File: config.mk
export PLATFORM = sky130hd
export DESIGN_NAME = amd_decoder
export DESIGN_NICKNAME = d
export VERILOG_FILES = /design/src/verilog/amd_pkg.sv /design/src/verilog/amd_addr_add.sv /design/src/verilog/amd_decoder.sv
export VERILOG_INCLUDE_DIRS = /design/src /design/src/verilog
export SDC_FILE = /design/constraint.sdc
export NUM_CORES = 1
export LEC_CHECK = 0
export BUFFER_PORTS_ARGS = -buffer_cell sky130_fd_sc_hd__buf_2
export CAP_MARGIN = 20
export CORE_MARGIN = 2
export CORE_UTILIZATION = 53
export DETAILED_ROUTE_END_ITERATION = 16
export PLACE_DENSITY = 0.88
export REMOVE_ABC_BUFFERS = 1
export SLEW_MARGIN = 0
export SYNTH_ARGS = -nofsm -noshare
export SYNTH_HDL_FRONTEND = slang
export SYNTH_HIERARCHICAL = 1
export SYNTH_SLANG_ARGS = --single-unit
File: constraint.sdc
create_clock -name ref_clk -period 4.7 [get_ports ref_clk]
set_input_delay 0.94 -clock ref_clk [delete_from_list [all_inputs] [get_ports ref_clk]]
set_output_delay 0.94 -clock ref_clk [all_outputs]
set_load 0.02 [all_outputs]
File: src/verilog/amd_params.svh
// amd_params.svh: constants of the addressing-mode decoder
// assumes: included by bare name from design files of this block
`ifndef AMD_PARAMS_SVH
`define AMD_PARAMS_SVH

// prebyte codes that modify the following opcode
`define AMD_SECOND_INDEX_SELECTOR          8'h90
`define AMD_INDIRECT_SELECTOR              8'h92
`define AMD_INDIRECT_SECOND_INDEX_SELECTOR 8'h91

// operand byte counts after the opcode, and the opcode byte count
`define AMD_OPND_NONE 3'h0
`define AMD_OPND_ONE  3'h1
`define AMD_OPND_TWO  3'h2
`define AMD_OPC_BYTES 3'h1

// reset values
`define AMD_RST_ADDR  16'h0000
`define AMD_RST_BYTE  8'h00
`define AMD_RST_LEN   3'h0

`endif

File: src/verilog/amd_pkg.sv
// amd_pkg: types of the addressing-mode decoder
// assumes: compiled before every design file of this block
`default_nettype none

package amd_pkg;

    // base addressing forms as the opcode decoder reports them
    typedef enum logic [3:0] {
        mode_inherent     = 4'h0,
        mode_immediate    = 4'h1,
        mode_dir_short    = 4'h2,
        mode_dir_long     = 4'h3,
        mode_idx_none     = 4'h4,
        mode_idx_short    = 4'h5,
        mode_idx_long     = 4'h6,
        mode_ind_short    = 4'h7,
        mode_ind_long     = 4'h8,
        mode_indidx_short = 4'h9,
        mode_indidx_long  = 4'hA,
        mode_rel_direct   = 4'hB,
        mode_rel_indirect = 4'hC
    } amd_mode_t;

    // instruction classes, by which forms they may use
    typedef enum logic [2:0] {
        cls_inherent_only           = 3'h0,
        cls_long_short              = 3'h1,
        cls_short_only              = 3'h2,
        conditional_relative_branch = 3'h3,
        relative_subroutine_call    = 3'h4
    } amd_cls_t;

    // single-byte operations
    typedef enum logic [3:0] {
        inh_nop               = 4'h0,
        inh_soft_interrupt    = 4'h1,
        wait_for_interrupt_op = 4'h2,
        inh_osc_halt          = 4'h3,
        inh_sub_return        = 4'h4,
        inh_int_return        = 4'h5,
        inh_set_int_mask      = 4'h6,
        inh_clr_int_mask      = 4'h7,
        inh_set_carry         = 4'h8,
        inh_clr_carry         = 4'h9,
        stack_pointer_reset_op = 4'hA,
        inh_register_op       = 4'hB
    } amd_inh_op_t;

    typedef enum logic [5:0] {
        st_idle  = 6'h01,
        st_opnd1 = 6'h02,
        st_opnd2 = 6'h04,
        st_ptr1  = 6'h08,
        st_ptr2  = 6'h10,
        st_done  = 6'h20
    } amd_state_t;

endpackage

`default_nettype wire
File: src/verilog/amd_addr_add.sv
// amd_addr_add: 16-bit base plus an 8-bit offset, zero- or sign-extended
// assumes: purely combinational, used by the decoder for indexing and branches
`timescale 1ns/1ps
`default_nettype none

module amd_addr_add #(
    parameter bit SIGN_EXT = 1'b0
) (
    input  wire logic [15:0] base,
    input  wire logic [7:0]  ofs,
    output logic      [15:0] sum
);
    logic [15:0] ofs_ext;

    // full 16-bit add, so no wrap inside the low byte [RULE_22]
    assign ofs_ext = SIGN_EXT ? {{8{ofs[7]}}, ofs} : {8'h00, ofs};
    assign sum     = base + ofs_ext;
endmodule // amd_addr_add

`default_nettype wire

File: src/verilog/amd_decoder.sv
// amd_decoder: instruction length and effective-address sequencer
// assumes: opcode decoder gives mode and class; memory answers on the same clock
`timescale 1ns/1ps
`default_nettype none
`include "amd_params.svh"

// Functional notes
// RULE_01: inherent instructions are one byte; no operand fetch.
// RULE_02: immediate is opcode plus literal; only load/compare/logic/arith classes.
// RULE_03: short direct fetches one address byte; range 00 to FF.
// RULE_04: long direct fetches a two-byte address word; full 64K.
// RULE_05: direct indexed address is unsigned index plus instruction offset.
// RULE_06: no-offset indexed has no operand byte; index alone is address.
// RULE_07: short indexed adds offset byte to index, carry kept, up to 1FE.
// RULE_08: long indexed adds a two-byte offset word to index; full 64K.
// RULE_09: indirect modes read the operand address from the pointer location.
// RULE_10: short indirect reads a one-byte pointer; range 00 to FF.
// RULE_11: long indirect reads a two-byte pointer word; full 64K.
// RULE_12: indirect indexed address is pointer value plus index register.
// RULE_13: short indirect indexed keeps the carry, giving up to 1FE.
// RULE_14: load/compare/logic/arith classes accept short and long forms.
// RULE_15: memory read-modify-write classes accept only short forms.
// RULE_16: relative modes add a signed 8-bit offset to the program counter.
// RULE_17: direct relative takes displacement right after the opcode.
// RULE_18: indirect relative reads the displacement from the addressed byte.
// RULE_19: single-byte group includes trap, wait, halt, returns, flags, stack reset.
// RULE_20: branch base is the address of the following instruction.
// RULE_21: prebytes select second index, indirect forms, or indirect second index.
// RULE_22: byte addresses zero-extend to 16 bits; index add never wraps low byte.
module amd_decoder (
    input  wire logic                 ref_clk,
    input  wire logic                 rst_n,
    input  wire logic                 start,
    input  wire amd_pkg::amd_mode_t   opcode_mode,
    input  wire amd_pkg::amd_cls_t    op_class,
    input  wire amd_pkg::amd_inh_op_t inh_op,
    input  wire logic [7:0]           prebyte,
    input  wire logic [15:0]          program_counter_in,
    input  wire logic [7:0]           index_x,
    input  wire logic [7:0]           index_y,
    input  wire logic [7:0]           mem_rdata,
    input  wire logic                 mem_rvalid,
    output logic                      busy,
    output logic                      mem_rd,
    output logic [15:0]               mem_addr,
    output logic                      done,
    output logic                      mode_err,
    output logic [15:0]               eff_addr,
    output logic [15:0]               branch_target,
    output logic [15:0]               next_program_counter,
    output logic [2:0]                instr_len,
    output logic                      low_power_req,
    output logic                      stack_reset_req
);
    amd_pkg::amd_state_t  st;
    amd_pkg::amd_state_t  next_st;
    amd_pkg::amd_mode_t   mode_q;
    amd_pkg::amd_mode_t   eff_mode_in;
    amd_pkg::amd_inh_op_t inh_q;
    logic [15:0] pc_q;
    logic [7:0]  idx_q;
    logic [7:0]  b1, b2, p1, p2;
    logic        pre_q, err_q;

    // prebyte decode [RULE_21]
    logic pre_y, pre_ind, pre_indy, has_pre, use_y_in;
    assign pre_y    = (prebyte == `AMD_SECOND_INDEX_SELECTOR);
    assign pre_ind  = (prebyte == `AMD_INDIRECT_SELECTOR);
    assign pre_indy = (prebyte == `AMD_INDIRECT_SECOND_INDEX_SELECTOR);
    assign has_pre  = pre_y | pre_ind | pre_indy;
    assign use_y_in = pre_y | pre_indy; // [RULE_21]

    // direct forms become indirect under the indirect selector, short and long indexed forms under both indirect selectors [RULE_21]
    logic to_ind;
    assign to_ind = pre_ind | pre_indy;
    always_comb begin
        eff_mode_in = opcode_mode;
        if (pre_ind) begin
            unique case (opcode_mode)
                amd_pkg::mode_dir_short:  eff_mode_in = amd_pkg::mode_ind_short;
                amd_pkg::mode_dir_long:   eff_mode_in = amd_pkg::mode_ind_long;
                amd_pkg::mode_rel_direct: eff_mode_in = amd_pkg::mode_rel_indirect;
                default:                  eff_mode_in = opcode_mode;
            endcase
        end
        if (to_ind && opcode_mode == amd_pkg::mode_idx_short) begin
            eff_mode_in = amd_pkg::mode_indidx_short;
        end
        if (to_ind && opcode_mode == amd_pkg::mode_idx_long) begin
            eff_mode_in = amd_pkg::mode_indidx_long;
        end
    end

    // legality of a form for a class
    logic in_long, in_rel, in_inh, in_imm, in_short, legal_in, no_opnd_in;
    assign in_long  = (eff_mode_in == amd_pkg::mode_dir_long)
                    | (eff_mode_in == amd_pkg::mode_idx_long)
                    | (eff_mode_in == amd_pkg::mode_ind_long)
                    | (eff_mode_in == amd_pkg::mode_indidx_long);
    assign in_rel   = (eff_mode_in == amd_pkg::mode_rel_direct)
                    | (eff_mode_in == amd_pkg::mode_rel_indirect);
    assign in_inh   = (eff_mode_in == amd_pkg::mode_inherent);
    assign in_imm   = (eff_mode_in == amd_pkg::mode_immediate);
    assign in_short = !in_long && !in_rel && !in_inh && !in_imm;
    assign legal_in = in_inh
        | ((in_imm | in_long | in_short) && op_class == amd_pkg::cls_long_short) // [RULE_02] [RULE_14]
        | (in_short && op_class == amd_pkg::cls_short_only)                    // [RULE_15]
        | (in_rel && (op_class == amd_pkg::conditional_relative_branch
                   || op_class == amd_pkg::relative_subroutine_call));         // [RULE_16]
    assign no_opnd_in = in_inh | (eff_mode_in == amd_pkg::mode_idx_none); // [RULE_01] [RULE_06]

    // attributes of the latched form
    logic two_opnd_q, ptr_q, word_ptr_q, indexed_q, rel_q, imm_q, none_q;
    assign two_opnd_q = (mode_q == amd_pkg::mode_dir_long)
                      | (mode_q == amd_pkg::mode_idx_long);          // [RULE_04] [RULE_08]
    assign word_ptr_q = (mode_q == amd_pkg::mode_ind_long)
                      | (mode_q == amd_pkg::mode_indidx_long);       // [RULE_11] [RULE_12]
    assign ptr_q      = word_ptr_q
                      | (mode_q == amd_pkg::mode_ind_short)
                      | (mode_q == amd_pkg::mode_indidx_short)
                      | (mode_q == amd_pkg::mode_rel_indirect);      // [RULE_09] [RULE_18]
    assign indexed_q  = (mode_q == amd_pkg::mode_idx_none)
                      | (mode_q == amd_pkg::mode_idx_short)
                      | (mode_q == amd_pkg::mode_idx_long)
                      | (mode_q == amd_pkg::mode_indidx_short)
                      | (mode_q == amd_pkg::mode_indidx_long);       // [RULE_05] [RULE_12]
    assign rel_q      = (mode_q == amd_pkg::mode_rel_direct)
                      | (mode_q == amd_pkg::mode_rel_indirect);
    assign imm_q      = (mode_q == amd_pkg::mode_immediate);
    assign none_q     = (mode_q == amd_pkg::mode_inherent)
                      | (mode_q == amd_pkg::mode_idx_none);

    logic       accept, got;
    assign accept = start && (st == amd_pkg::st_idle);
    assign got    = mem_rd && mem_rvalid;

    always_comb begin
        next_st = st;
        unique case (st)
            amd_pkg::st_idle: begin
                if (accept) begin
                    next_st = (!legal_in || no_opnd_in) ? amd_pkg::st_done : amd_pkg::st_opnd1;
                end
            end
            amd_pkg::st_opnd1: begin
                if (got) begin
                    next_st = two_opnd_q ? amd_pkg::st_opnd2 :
                              ptr_q      ? amd_pkg::st_ptr1  : amd_pkg::st_done;
                end
            end
            amd_pkg::st_opnd2: if (got) next_st = amd_pkg::st_done;
            amd_pkg::st_ptr1: begin
                if (got) begin
                    next_st = word_ptr_q ? amd_pkg::st_ptr2 : amd_pkg::st_done; // [RULE_10]
                end
            end
            amd_pkg::st_ptr2: if (got) next_st = amd_pkg::st_done;
            amd_pkg::st_done: next_st = amd_pkg::st_idle;
        endcase
    end

    // address of the next byte to fetch
    logic [15:0] next_fetch_addr;
    logic        next_fetch;
    assign next_fetch = (next_st == amd_pkg::st_opnd1) | (next_st == amd_pkg::st_opnd2)
                      | (next_st == amd_pkg::st_ptr1)  | (next_st == amd_pkg::st_ptr2);
    assign next_fetch_addr =
        (next_st == st)                ? mem_addr :  // hold until answered
        (next_st == amd_pkg::st_opnd1) ? program_counter_in + 16'h0001 :  // [RULE_03] [RULE_17]
        (next_st == amd_pkg::st_opnd2) ? pc_q + 16'h0002 :                 // [RULE_04] [RULE_08]
        (next_st == amd_pkg::st_ptr1)  ? {8'h00, mem_rdata} :              // [RULE_09] [RULE_22]
        (next_st == amd_pkg::st_ptr2)  ? {8'h00, b1} + 16'h0001 :          // [RULE_11]
                                         mem_addr;

    // effective-address selection; byte values zero-extend [RULE_22]
    logic [15:0] base_w, ea_w, npc_w, tgt_w;
    logic [7:0]  idx_add, disp_w;
    logic [2:0]  opnd_w, len_w;
    assign base_w = imm_q      ? pc_q + 16'h0001 :  // [RULE_02]
                    none_q     ? 16'h0000 :         // [RULE_06]
                    two_opnd_q ? {b1, b2} :         // [RULE_04] [RULE_08]
                    word_ptr_q ? {p1, p2} :         // [RULE_11]
                    ptr_q      ? {8'h00, p1} :      // [RULE_10] [RULE_13]
                                 {8'h00, b1};       // [RULE_03] [RULE_07]
    assign idx_add = indexed_q ? idx_q : 8'h00;      // [RULE_05] [RULE_12]
    assign disp_w  = (mode_q == amd_pkg::mode_rel_indirect) ? p1 : b1; // [RULE_17] [RULE_18]
    assign opnd_w  = none_q ? `AMD_OPND_NONE : two_opnd_q ? `AMD_OPND_TWO : `AMD_OPND_ONE;
    assign len_w   = `AMD_OPC_BYTES + opnd_w + {2'b00, pre_q}; // [RULE_01]
    // branch base is the following instruction [RULE_20]
    assign npc_w   = pc_q + {13'h0000, `AMD_OPC_BYTES + opnd_w};

    amd_addr_add #(.SIGN_EXT(1'b0)) u_index_add (  // [RULE_07] [RULE_13]
        .base (base_w),
        .ofs  (idx_add),
        .sum  (ea_w)
    );

    amd_addr_add #(.SIGN_EXT(1'b1)) u_branch_add ( // [RULE_16]
        .base (npc_w),
        .ofs  (disp_w),
        .sum  (tgt_w)
    );
    logic lp_w, sr_w;
    assign lp_w = (mode_q == amd_pkg::mode_inherent) && !err_q
               && (inh_q == amd_pkg::wait_for_interrupt_op
                || inh_q == amd_pkg::inh_osc_halt);                         // [RULE_19]
    assign sr_w = (mode_q == amd_pkg::mode_inherent) && !err_q
               && (inh_q == amd_pkg::stack_pointer_reset_op);               // [RULE_19]

    always_ff @(posedge ref_clk or negedge rst_n) begin
        if (!rst_n) begin
            st <= amd_pkg::st_idle;
        end else begin
            st <= next_st;
        end
    end

    // instruction context is caught at start and held to the next start
    always_ff @(posedge ref_clk or negedge rst_n) begin
        if (!rst_n) begin
            mode_q <= amd_pkg::mode_inherent;
            inh_q  <= amd_pkg::inh_nop;
            pc_q   <= `AMD_RST_ADDR;
            idx_q  <= `AMD_RST_BYTE;
            pre_q  <= 1'b0;
            err_q  <= 1'b0;
        end else if (accept) begin
            mode_q <= eff_mode_in;
            inh_q  <= inh_op;
            pc_q   <= program_counter_in;
            idx_q  <= use_y_in ? index_y : index_x; // [RULE_21]
            pre_q  <= has_pre;
            err_q  <= !legal_in;                    // [RULE_15]
        end
    end

    always_ff @(posedge ref_clk or negedge rst_n) begin
        if (!rst_n) begin
            b1 <= `AMD_RST_BYTE;
            b2 <= `AMD_RST_BYTE;
            p1 <= `AMD_RST_BYTE;
            p2 <= `AMD_RST_BYTE;
        end else if (got) begin
            // multi-byte words arrive high byte first
            if (st == amd_pkg::st_opnd1) b1 <= mem_rdata;
            if (st == amd_pkg::st_opnd2) b2 <= mem_rdata;
            if (st == amd_pkg::st_ptr1)  p1 <= mem_rdata;
            if (st == amd_pkg::st_ptr2)  p2 <= mem_rdata;
        end
    end

    always_ff @(posedge ref_clk or negedge rst_n) begin
        if (!rst_n) begin
            busy     <= 1'b0;
            mem_rd   <= 1'b0;
            mem_addr <= `AMD_RST_ADDR;
        end else begin
            busy     <= (next_st != amd_pkg::st_idle);
            mem_rd   <= next_fetch;
            mem_addr <= next_fetch_addr;
        end
    end
    logic fin;
    assign fin = (st == amd_pkg::st_done);
    always_ff @(posedge ref_clk or negedge rst_n) begin
        if (!rst_n) begin
            done                 <= 1'b0;
            mode_err             <= 1'b0;
            eff_addr             <= `AMD_RST_ADDR;
            branch_target        <= `AMD_RST_ADDR;
            next_program_counter <= `AMD_RST_ADDR;
            instr_len            <= `AMD_RST_LEN;
            low_power_req        <= 1'b0;
            stack_reset_req      <= 1'b0;
        end else begin
            done            <= fin;
            mode_err        <= fin && err_q;
            low_power_req   <= fin && lp_w;
            stack_reset_req <= fin && sr_w;
            if (fin) begin
                eff_addr             <= ea_w;
                branch_target        <= rel_q ? tgt_w : npc_w;
                next_program_counter <= npc_w;
                instr_len            <= len_w;
            end
        end
    end
endmodule // amd_decoder

`default_nettype wire

==> impl_results.md, run 1 <==
* Status: completed
* CTS Hold Bufs at 0
* Core footprint at 17,900 µm²
* Worst path slowest cell: dfrtp_2
* WL/cell at 18.9 µm
* Fill cells at 1,519
* Layout area overhead at 14.7%
* Pwr Total at 0.00279 W
* Slowest Stage Delay on Critical Path at 0.49 ns
* I/O Pins at 136
* Remaining DRCs at 0
* FF-to-FF setup slack at 0.41 ns
* First-pass GRT wire length at 45.1 mm
* Largest net degree at the start of global routing at about 90
* Share of layout cells above drive strength 1 at approximately a fifth
* GRT Overall Usage at 29.3%
* Area leader, netlist: dfrtp_1
* Worst-margin pin slew at 1.06 ns
* First drt pass iteration count at 6
* Worst R2R Start: mode_q[2]
* Area contributors post-synth: dfrtp_1, nand2_1, xnor2_1
* FF-to-FF path depth at 21
* Max-Cap Viols at 0
* Crit Path Max Fanout at 12
* Seq pwr share at 44.7%
* Vias per cell at 6.13
* Mapped Cells at 1,118
* Die area at roughly 19,000 µm²
* Post-CTS Setup Inserts at 0
* CTS resizes at 0
* Mapped Area at 9610 µm²
* Leakage power at 5.75 nW
* Gpl congestion at around 1
* Die Wd at 139 µm
* Setup TNS at 0 ns
* Area post-placement at 10,400 µm²
* CTS tree: yes
* Root Driver: clkbuf_16
* Detailed Route WL at 27.7 mm
* CTS Buffer Depth at 2
* Critical path arrival at roughly 4.7 ns
* Layout Skew at 0.0103 ns
* Slew Limit Fails at 0
* Power per cell area at 253 nW/µm²
* Fin. Hold Viols at 0
* Max H-tree Level at 4
* DR vias at 8,946
* CP top delay family: simple AND/OR/NAND/NOR gates
* Post-synth EDFFs at 0
* Yosys warns at 6
* Clock-pin slew on the worst setup and hold paths at 0.06 ns
* Post-synthesis sequential area ratio at 37.8%
* Worst-Skew Late Latency at 0.45 ns
* Top-area cell type share of the netlist area at 37.5%
* CTS sink cnt at 145
* Violation count after the first detailed-route iteration at 899
* CP Cell Sequence: nor2b_1, xnor2_1, nand2b_1, buf_4, inv_1, ha_1, fa_1, a21o_1, nand4_1, nor2_1, xnor2_1, inv_1, ha_1, nand3_1, nor2b_1, nand2_1, o211ai_1, xnor2_1, nor2_1, a211oi_1, a21o_1
* Overflow after GRT at 0
* Initial antenna violation count at 1
* Starting Density at 53.7%
* Final Setup Violations at 0
* Flops & latches, synth at 145
* Count leader, synth: nand2_1
* Crit-path most repeated cell: xnor2_1
* Row count at 49
* Commonest register cell after synthesis: dfrtp_1
* RSZ-0062 raised after global routing: no
* CTS buffer count at 17
* Area of the multi-input gates at about 5600 µm²
* Worst rel slew slack at 29.5%
* Sw frac at 23.2%
* Crit start category: flop
* Period utilisation layout at approximately nine tenths
* Comb power frac at 3.6%
* Clk pwr share at 51.6%
* Critical path class: reg2reg
* Min cycle time layout at 4.29 ns
* Most frequent cells after synthesis: nand2_1, dfrtp_1, nor2_1, o21ai_0, clkbuf_1
* Die H at approximately 140 µm
* Mean Syn Cell Area at 8.60 µm²
* Critical Path Sink Type: flop
* Worst path bufs/invs at 3
* Worst hold slack at roughly 0.43 ns
* Hold worst-path end: stack_reset_req
* FMAX at 0.233 GHz
* Hold_sp: inh_q[0]
* R2r endpoint: branch_target[15]
* Critical path required time at 5.08 ns
* Hold Crit Class: reg2reg
* Port Buffers at about 140
* Internal Power at approximately 0.0021 W
* Netlist cell types at 78
* Async SR Flop Fraction at 100%
* Nets at approximately 1,300
* Hold path depth at 1
* Number of global-route vias before repair at 8,885
* Antenna Nets Post-Route at 0
* Post-route cell area at 11,000 µm²
* Worst IR Drop VDD at 0.279 mV
* Reg area at 3630 µm²
* Sw Pwr at 0.000648 W
* Hpwl dp at 20.3 mm
==> stage by stage <==
stage	util [%]	instances	setup WS, ns
after floorplan	-	1047	-0.601
after global placement	58.1	1426	0.500
after detailed placement	58.1	1426	0.315
after CTS	61.5	1458	0.297
after global routing	61.6	1459	0.0138
final	61.6	1460	0.406
==> power groups by stage <==
stage / registers (W) / logic, W / clock network, W
6_report: 0.00125 / 0.000102 / 0.00144
5_1_grt: 0.00125 / 0.000114 / 0.00151
4_1_cts: 0.00125 / 0.000102 / 0.00145
3_5_place_dp: 0.00127 / 0.000101 / 0
3_3_place_gp: 0.00127 / 0.0000987 / 0
2_1_floorplan: 0.00127 / 0.0000257 / 0
==> worst reg2reg max path, cell delays in order, from the launching register on <==
cell,delay [ns]
dfrtp_2,0.49
nor2b_1,0.21
xnor2_1,0.08
nand2b_1,0.11
buf_4,0.20
inv_1,0.09
ha_1,0.21
fa_1,0.40
a21o_1,0.21
nand4_1,0.19
nor2_1,0.10
xnor2_1,0.25
inv_1,0.08
ha_1,0.40
nand3_1,0.21
nor2b_1,0.20
nand2_1,0.07
o211ai_1,0.19
xnor2_1,0.14
nor2_1,0.06
a211oi_1,0.24
a21o_1,0.11
==> registers in the layout (all words and copies together), names as in the netlist, 3 cells and up <==
name / count
b1: 8
b2: 8
branch_target: 16
eff_addr: 16
idx_q: 8
inh_q: 4
instr_len: 3
mem_addr: 16
mode_q: 4
next_program_counter: 16
p1: 8
p2: 8
pc_q: 16
st: 6
==> cells by family after synthesis <==
logic type | Yosys count | synth area share (%)
AND/OR/NAND/NOR | 466 | 21.8
AO/OA/AOI/OAI | 225 | 16.5
flip-flops | 145 | 37.8
buffers and inverters | 98 | 4.26
XOR/XNOR | 91 | 8.29
multiplexers | 57 | 6.39
adder cells (fa/ha/maj) | 36 | 5.00
==> worst max-delay path by stage <==
stage,from,to,slack [ns],cells after the start
6_report,mode_q[2],branch_target[15],0.41,21
3_3_place_gp,mode_q[2],branch_target[12],0.50,18
4_1_cts,mode_q[2],branch_target[14],0.30,18
5_1_grt,mode_q[2],branch_target[15],0.01,21
3_5_place_dp,mode_q[2],branch_target[14],0.31,18
2_1_floorplan,mode_q[0],branch_target[12],-0.60,17
==> metal layers <==
layer | global-route usage, % | wire (µm) | share of wire, % | vias to the layer above
met5 | 0 | 0 | 0 | -
met4 | 15.0 | 1360 | 4.9 | 0
met3 | 6.11 | 2040 | 7.4 | 99
met2 | 48.2 | 13200 | 48 | 456
met1 | 36.8 | 11000 | 40 | 4272
li1 | - | - | - | 4119
==> final cells by class <==
type	count	area share, %
tap	229	2.60
sequential	145	32.9
inverter	27	0.919
clock buffer	19	4.02
antenna	2	0.0454
multi-input combinational	875	50.7
timing repair buffer	150	7.20
clock inverter	13	1.58
==> cell usage in the layout, fill, tap and decap left out, drive strengths merged, types with 4 or more instances in the layout <==
cell type and n:
a211o 5, a211oi 7, a21o 13, a21oi 46, a221o 8, a221oi 16, a222oi 4, a31oi 16
and2 10, and3 10, buf 150, clkbuf 19, dfrtp 144, fa 4, ha 32, inv 32
mux2 35, mux2i 22, nand2 261, nand3 31, nand4 16, nor2 71, nor2b 8, nor3 15
nor3b 12, nor4b 4, o2111ai 4, o211ai 6, o21a 5, o21ai 58, o221ai 4, o22ai 4
o31ai 6, or2 5, or3 5, xnor2 49, xor2 42
Note: power is estimated with default switching activity, not from simulation.
==> run 2: changes to the inputs <==
CORE_UTILIZATION = 40   (was 53)
PLACE_DENSITY = 0.71   (was 0.88)
==> run 2 against run 1 <==
Against the previous run: non-clock buffer count up 4; maximum frequency about the same; sequential cell count is the same; sequential share of layout area shrank 0.43 points; largest power group unchanged.
==> impl_results.md, run 2 (synthesized netlist as in run 1, its figures left out) <==
* Hold_sp: inh_q[0]
* Clk pwr share at 51.2%
* Critical path arrival at 4.57 ns
* Starting Density at a little over 40%
* First-pass GRT wire length at 45.8 mm
* Slowest Stage Delay on Critical Path at ~0.43 ns
* Hpwl dp at ~21 mm
* Layout Skew at approximately 0.010 ns
* Leakage power at 5.77 nW
* CTS sink cnt at 145
* Setup TNS at 0 ns
* GRT Overall Usage at ~23%
* Worst-margin pin slew at ~0.99 ns
* Port Buffers at approximately 140
* Die area at 25,300 µm²
* Sw Pwr at 0.000631 W
* Crit-path most repeated cell: o21ai_0
* WL/cell at around 18 µm
* Period utilisation layout at 91.4%
* Worst-Skew Late Latency at 0.43 ns
* Max H-tree Level at 4
* Status: completed
* Slew Limit Fails at 0
* CP Cell Sequence: nor2b_1, xnor2_1, nand2b_1, ha_1, fa_1, a21o_1, nand4_1, xor2_1, inv_1, ha_1, a21oi_1, o21bai_1, a21oi_1, o21ai_0, mux2i_1, o21ai_0, o21ai_0
* Fin. Hold Viols at 0
* Clock-pin slew on the worst setup and hold paths at 0.06 ns
* Crit Path Max Fanout at 8
* Overflow after GRT at 0
* Vias per cell at around 5.6
* Fill cells at 2,327
* Share of layout cells above drive strength 1 at between 20% and 30%
* CTS Buffer Depth at 2
* Layout area overhead at 16.2%
* Crit start category: flop
* Gpl congestion at a little under 1
* Worst path bufs/invs at 1
* Most common cell after layout, fill and taps aside: nand2_1
* Crit path launch: mode_q[1]
* Min cycle time layout at 4.30 ns
* Worst R2R Start: mode_q[1]
* Max-Cap Viols at 0
* Nets at 1,319
* RSZ-0062 raised after global routing: no
* Number of global-route vias before repair at 8,414
* Hold Crit Class: reg2reg
* CTS buffer count at 17
* Critical Path Sink Type: flop
* Worst IR Drop VDD at about 0.23 mV
* Root Driver: clkbuf_16
* Critical path class: reg2reg
* Power per cell area at 248 nW/µm²
* Final Setup Violations at 0
* Detailed Route WL at 28.4 mm
* Initial antenna violation count at 0
* Critical path required time at 4.97 ns
* FF-to-FF setup slack at 0.40 ns
* Violation count after the first detailed-route iteration at 766
* Comb power frac at roughly 3.7%
* Post-route cell area at 11,200 µm²
* Area post-placement at around 11,000 µm²
* Largest net degree at the start of global routing at 95
* Internal Power at 0.00214 W
* Commonest cells after routing, fill and taps aside: nand2_1, dfrtp_1, buf_2, nor2_1, o21ai_0
* Antenna Nets Post-Route at 0
* Seq pwr share at 45.1%
* Worst rel slew slack at 34.2%
* Remaining DRCs at 0
* Row count at 56
* Sw frac at 22.8%
* First drt pass iteration count at 5
* Worst path slowest cell: dfrtp_2
* CP top delay family: compound AO/OA/AOI/OAI gates
* Die Wd at ~160 µm
* Core footprint at 23,500 µm²
* DR vias at 8,751
* I/O Pins at 136
* FMAX at ~0.23 GHz
* CTS tree: yes
* Die H at 159 µm
* CTS Hold Bufs at 0
==> run 2: final timing paths <==
kind,endpoint,cells after the start
setup / recovery,branch_target[13],17
hold / removal,stack_reset_req,1
setup reg to reg,branch_target[13],17
hold reg to reg,stack_reset_req,1
max in group asynchronous,mode_q[1],2
min in group asynchronous,next_program_counter[3],1
==> run 2: final cells by class <==
type	count	area, µm²	area share (%)
Timing Repair Buffer	154	825	7.38
Clock inverter	12	158	1.41
Inverter	27	101	0.907
Sequential cell	145	3630	32.5
Multi-Input combinational cell	875	5610	50.2
Tap cell	319	399	3.57
Clock buffer	20	447	4.00
Antenna cell	1	2.50	0.0224
==> run 2: power groups by stage <==
stage	Combinational, W	Sequential (W)	Clock, W
after floorplan	0.0000257	0.00127	0
after global placement	0.000101	0.00127	0
after detailed placement	0.000102	0.00127	0
after CTS	0.000103	0.00125	0.00144
after global routing	0.000115	0.00125	0.00149
final	0.000102	0.00125	0.00142
==> run 2: worst register-to-register path: cells and delay by family (launching register included) <==
family                   cells  cell delay (ns)
AO/OA/AOI/OAI                7             1.28
adder cells (fa/ha/maj)      3             1.20
AND/OR/NAND/NOR              3             0.58
flip-flops                   1             0.43
XOR/XNOR                     2             0.43
multiplexers                 1             0.15
buffers and inverters        1             0.08
==> run 2: per-stage QoR <==
step                      setup slack (ns)  util [%]  total power (W)  hold slack [ns]  instances
after floorplan                     -0.601         -          0.00130            0.407       1047
after global placement               0.325      44.8          0.00137            0.421       1520
after detailed placement             0.208      44.8          0.00137            0.422       1520
after CTS                            0.171      47.4          0.00279            0.430       1552
after global routing               0.00907      47.4          0.00285            0.447       1552
final                                0.402      47.5          0.00277            0.423       1553
==> run 2: layer usage <==
metal / vias up / GRT usage [%] / share of wire [%]
met5: - / 0 / 0
met4: 0 / 7.73 / 2.7
met3: 55 / 4.01 / 6.6
met2: 359 / 36.2 / 47
met1: 4208 / 30.7 / 44
li1: 4129 / - / -
==> run 2: timing repair <==
item,4_1_cts,5_1_grt
buffers inserted,0,0
endpoints found under the setup margin,0,5
gates resized for setup,0,5
hold endpoints to repair,0,0
==> run 3: changes to the inputs <==
ABC_AREA = 1   (was unset)
CORE_MARGIN = unset   (was 2)
==> run 3 against run 2 <==
Against the previous run: count of clock-buffer cells in the layout down 2; largest cell class unchanged; clock skew about the same; highest routed layer unchanged; synthesized cell count up 32%; cell count up 25%.
==> impl_results.md, run 3 <==
* Starting Density at about 41%
* Max-Cap Viols at 0
* Leakage power at 6.35 nW
* CP Cell Sequence: nand2_1, inv_1, a21oi_2, clkinv_1, a21oi_2, ha_1, ha_1, a21oi_1, inv_1, a31oi_1, nor2_1, nand2_1, xor2_1, ha_1, a21oi_1, nand2_1, a21oi_1, nand2_1, nand2_1, nand2_1, a21oi_1, a21oi_1
* Critical path arrival at between 4 and 5 ns
* Area contributors post-synth: dfrtp_1, nand2_1, o21ai_0
* Internal Power at between 0.002 and 0.0025 W
* Crit start category: flop
* Worst rel slew slack at roughly a third
* Hold path depth at 2
* Clock-pin slew on the worst setup and hold paths at 0.07 ns
* Met1 GRT Util at 32.7%
* Hold Crit Class: reg2reg
* Remaining DRCs at 0
* Setup TNS at 0 ns
* Critical path class: reg2reg
* RSZ-0062 raised after global routing: no
* CP top delay family: compound AO/OA/AOI/OAI gates
* Nets at 1,695
* Final Instance Count excl. Fillers at 1,936
* Port Buffers at 135
* Fin. Hold Viols at 0
* Critical Path Sink Type: flop
* Crit path launch: mode_q[0]
* Slew Limit Fails at 0
* Commonest register cell after synthesis: dfrtp_1
* Period utilisation layout at 90.5%
* Hold worst-path end: eff_addr[5]
* Yosys warns at 6
* Post-synth EDFFs at 0
* Post-synthesis sequential area ratio at a little over a third
* Antenna Nets Post-Route at 0
* Min cycle time layout at 4.25 ns
* Largest net degree at the start of global routing at 90
* Worst-Skew Late Latency at 0.44 ns
* Slowest Stage Delay on Critical Path at 0.44 ns
* Most frequent cells after synthesis: nand2_1, inv_1, dfrtp_1, nor2_1, o21ai_0
* Clk pwr share at a little over 50%
* Area leader, netlist: dfrtp_1
* FF-to-FF path depth at 22
* Die H at 161 µm
* Core footprint at 24,500 µm²
* CTS buffer count at 17
* Row count at 57
* Place WS at 0.367 ns
* Layout Skew at 0.0104 ns
* Worst path slowest cell: dfrtp_1
* Critical path required time at 5.02 ns
* Worst R2R Start: mode_q[0]
* Final Setup Violations at 0
* Die Wd at 161 µm
* Commonest cells after routing, fill and taps aside: nand2_1, inv_1, dfrtp_1, nor2_1
* Initial antenna violation count at 3
* Status: completed
* Post-CTS Setup Inserts at 0
* First-pass GRT wire length at 49.1 mm
* Comb power frac at 3.8%
* Die area at between 20,000 and 30,000 µm²
* Met2 usage at 38.5%
* CTS Buffer Depth at 2
* Met3 Use GR at 4.00%
* Sw frac at ~25%
* FF-to-FF setup slack at roughly 0.45 ns
* Mapped Area at 10,100 µm²
* R2r endpoint: branch_target[14]
* Count leader, synth: nand2_1
* Flops & latches, synth at 145
* Netlist cell types at 50
* CP Depth at 22
* Layout area overhead at 16.3%
* Mean Syn Cell Area at roughly 7 µm²
* DR vias at 9,871
* Most common cell after layout, fill and taps aside: nand2_1
* Placed cell count at 1,901
* I/O Pins at 136
* Worst-margin pin slew at around 1.0 ns
* GRT busiest layer: met2
* CTS sink cnt at 145
* Crit-path most repeated cell: nand2_1
* Power per cell area at 238 nW/µm²
* Overflow after GRT at 0
* Detailed Route WL at roughly 30 mm
* Vias per cell at around 5.1
* Hold_sp: eff_addr[5]
* Share of layout cells above drive strength 1 at between 10% and 20%
* Hpwl dp at 22.6 mm
* Sw Pwr at a little under 0.0007 W
* Violation count after the first detailed-route iteration at 745
* Top-area cell type share of the netlist area at 35.8%
* FMAX at 0.235 GHz
* WL/cell at 15.5 µm
* Max H-tree Level at 4
* Seq pwr share at 44.8%
* Number of global-route vias before repair at 9,387
* Async SR Flop Fraction at 100%
* Mapped Cells at approximately 1,500
* Worst path bufs/invs at 3
* Setup ws final at 0.447 ns
* Root Driver: clkbuf_16
* First drt pass iteration count at 5
* Worst IR Drop VDD at 0.150 mV
* Gpl congestion at 0.960
* Crit Path Max Fanout at 5
* GRT Overall Usage at 24.1%
* CTS tree: yes
==> run 3: power by group through the flow <==
stage	clock network (W)	logic, W	registers [W]
2_1_floorplan	0	0.0000321	0.00127
3_3_place_gp	0	0.000103	0.00127
3_5_place_dp	0	0.000106	0.00127
4_1_cts	0.00145	0.000106	0.00125
5_1_grt	0.00151	0.000120	0.00125
6_report	0.00143	0.000105	0.00125
==> run 3: timing repair <==
action	4_1_cts	5_1_grt
resized for setup	0	1
hold buffers	0	0
endpoints found under the setup margin	0	5
==> run 3: stage by stage <==
step	instance area [µm²]	hold WS [ns]	power [W]	util [%]
after floorplan	9900	0.433	0.00130	-
after global routing	11700	0.486	0.00288	47.7
after CTS	11700	0.470	0.00281	47.7
final	11700	0.465	0.00279	47.7
after global placement	11100	0.453	0.00137	45.2
after detailed placement	11100	0.453	0.00138	45.2
==> run 3: final cells by class <==
type / instances / area, µm²
fillers: 2550 / 12800
multi-input cells: 1113 / 5640
flip-flops and latches: 145 / 3630
repair buffers: 145 / 769
inverters: 174 / 653
clock buffers: 18 / 439
well taps: 324 / 405
clock inverters: 14 / 168
diodes: 3 / 7.51
==> run 3: tightest hold or removal path, delay by kind of cell (launching register included) <==
family | cells | cell delay [ns]
DFF | 1 | 0.34
and+or+nand+nor | 2 | 0.10
==> run 3: worst max-delay path by stage <==
stage,endpoint,slack (ns)
after detailed placement,branch_target[13],0.37
after global routing,branch_target[14],0.009
after CTS,branch_target[14],0.34
final,branch_target[14],0.45
after floorplan,mem_addr[0],0.14
after global placement,branch_target[13],0.40
==> run 3: cell families (layout without fill, tap and decap cells) <==
logic type	Yosys count	count (layout)	synth area share, %
compound gates	229	229	12.8
xor+xnor	57	57	4.96
fa+ha+maj	36	36	4.77
buf+inv	215	351	8.17
flops	145	145	36.1
other cells	0	3	0
simple gates	791	791	33.3
==> run 3: metal layers <==
| metal | vias to the layer above | part of all wire, % |
|---|---|---|
| met2 | 325 | 45 |
| met5 | - | 0 |
| met3 | 49 | 5.0 |
| met4 | 0 | 2.8 |
| li1 | 4937 | - |
| met1 | 4560 | 47 |
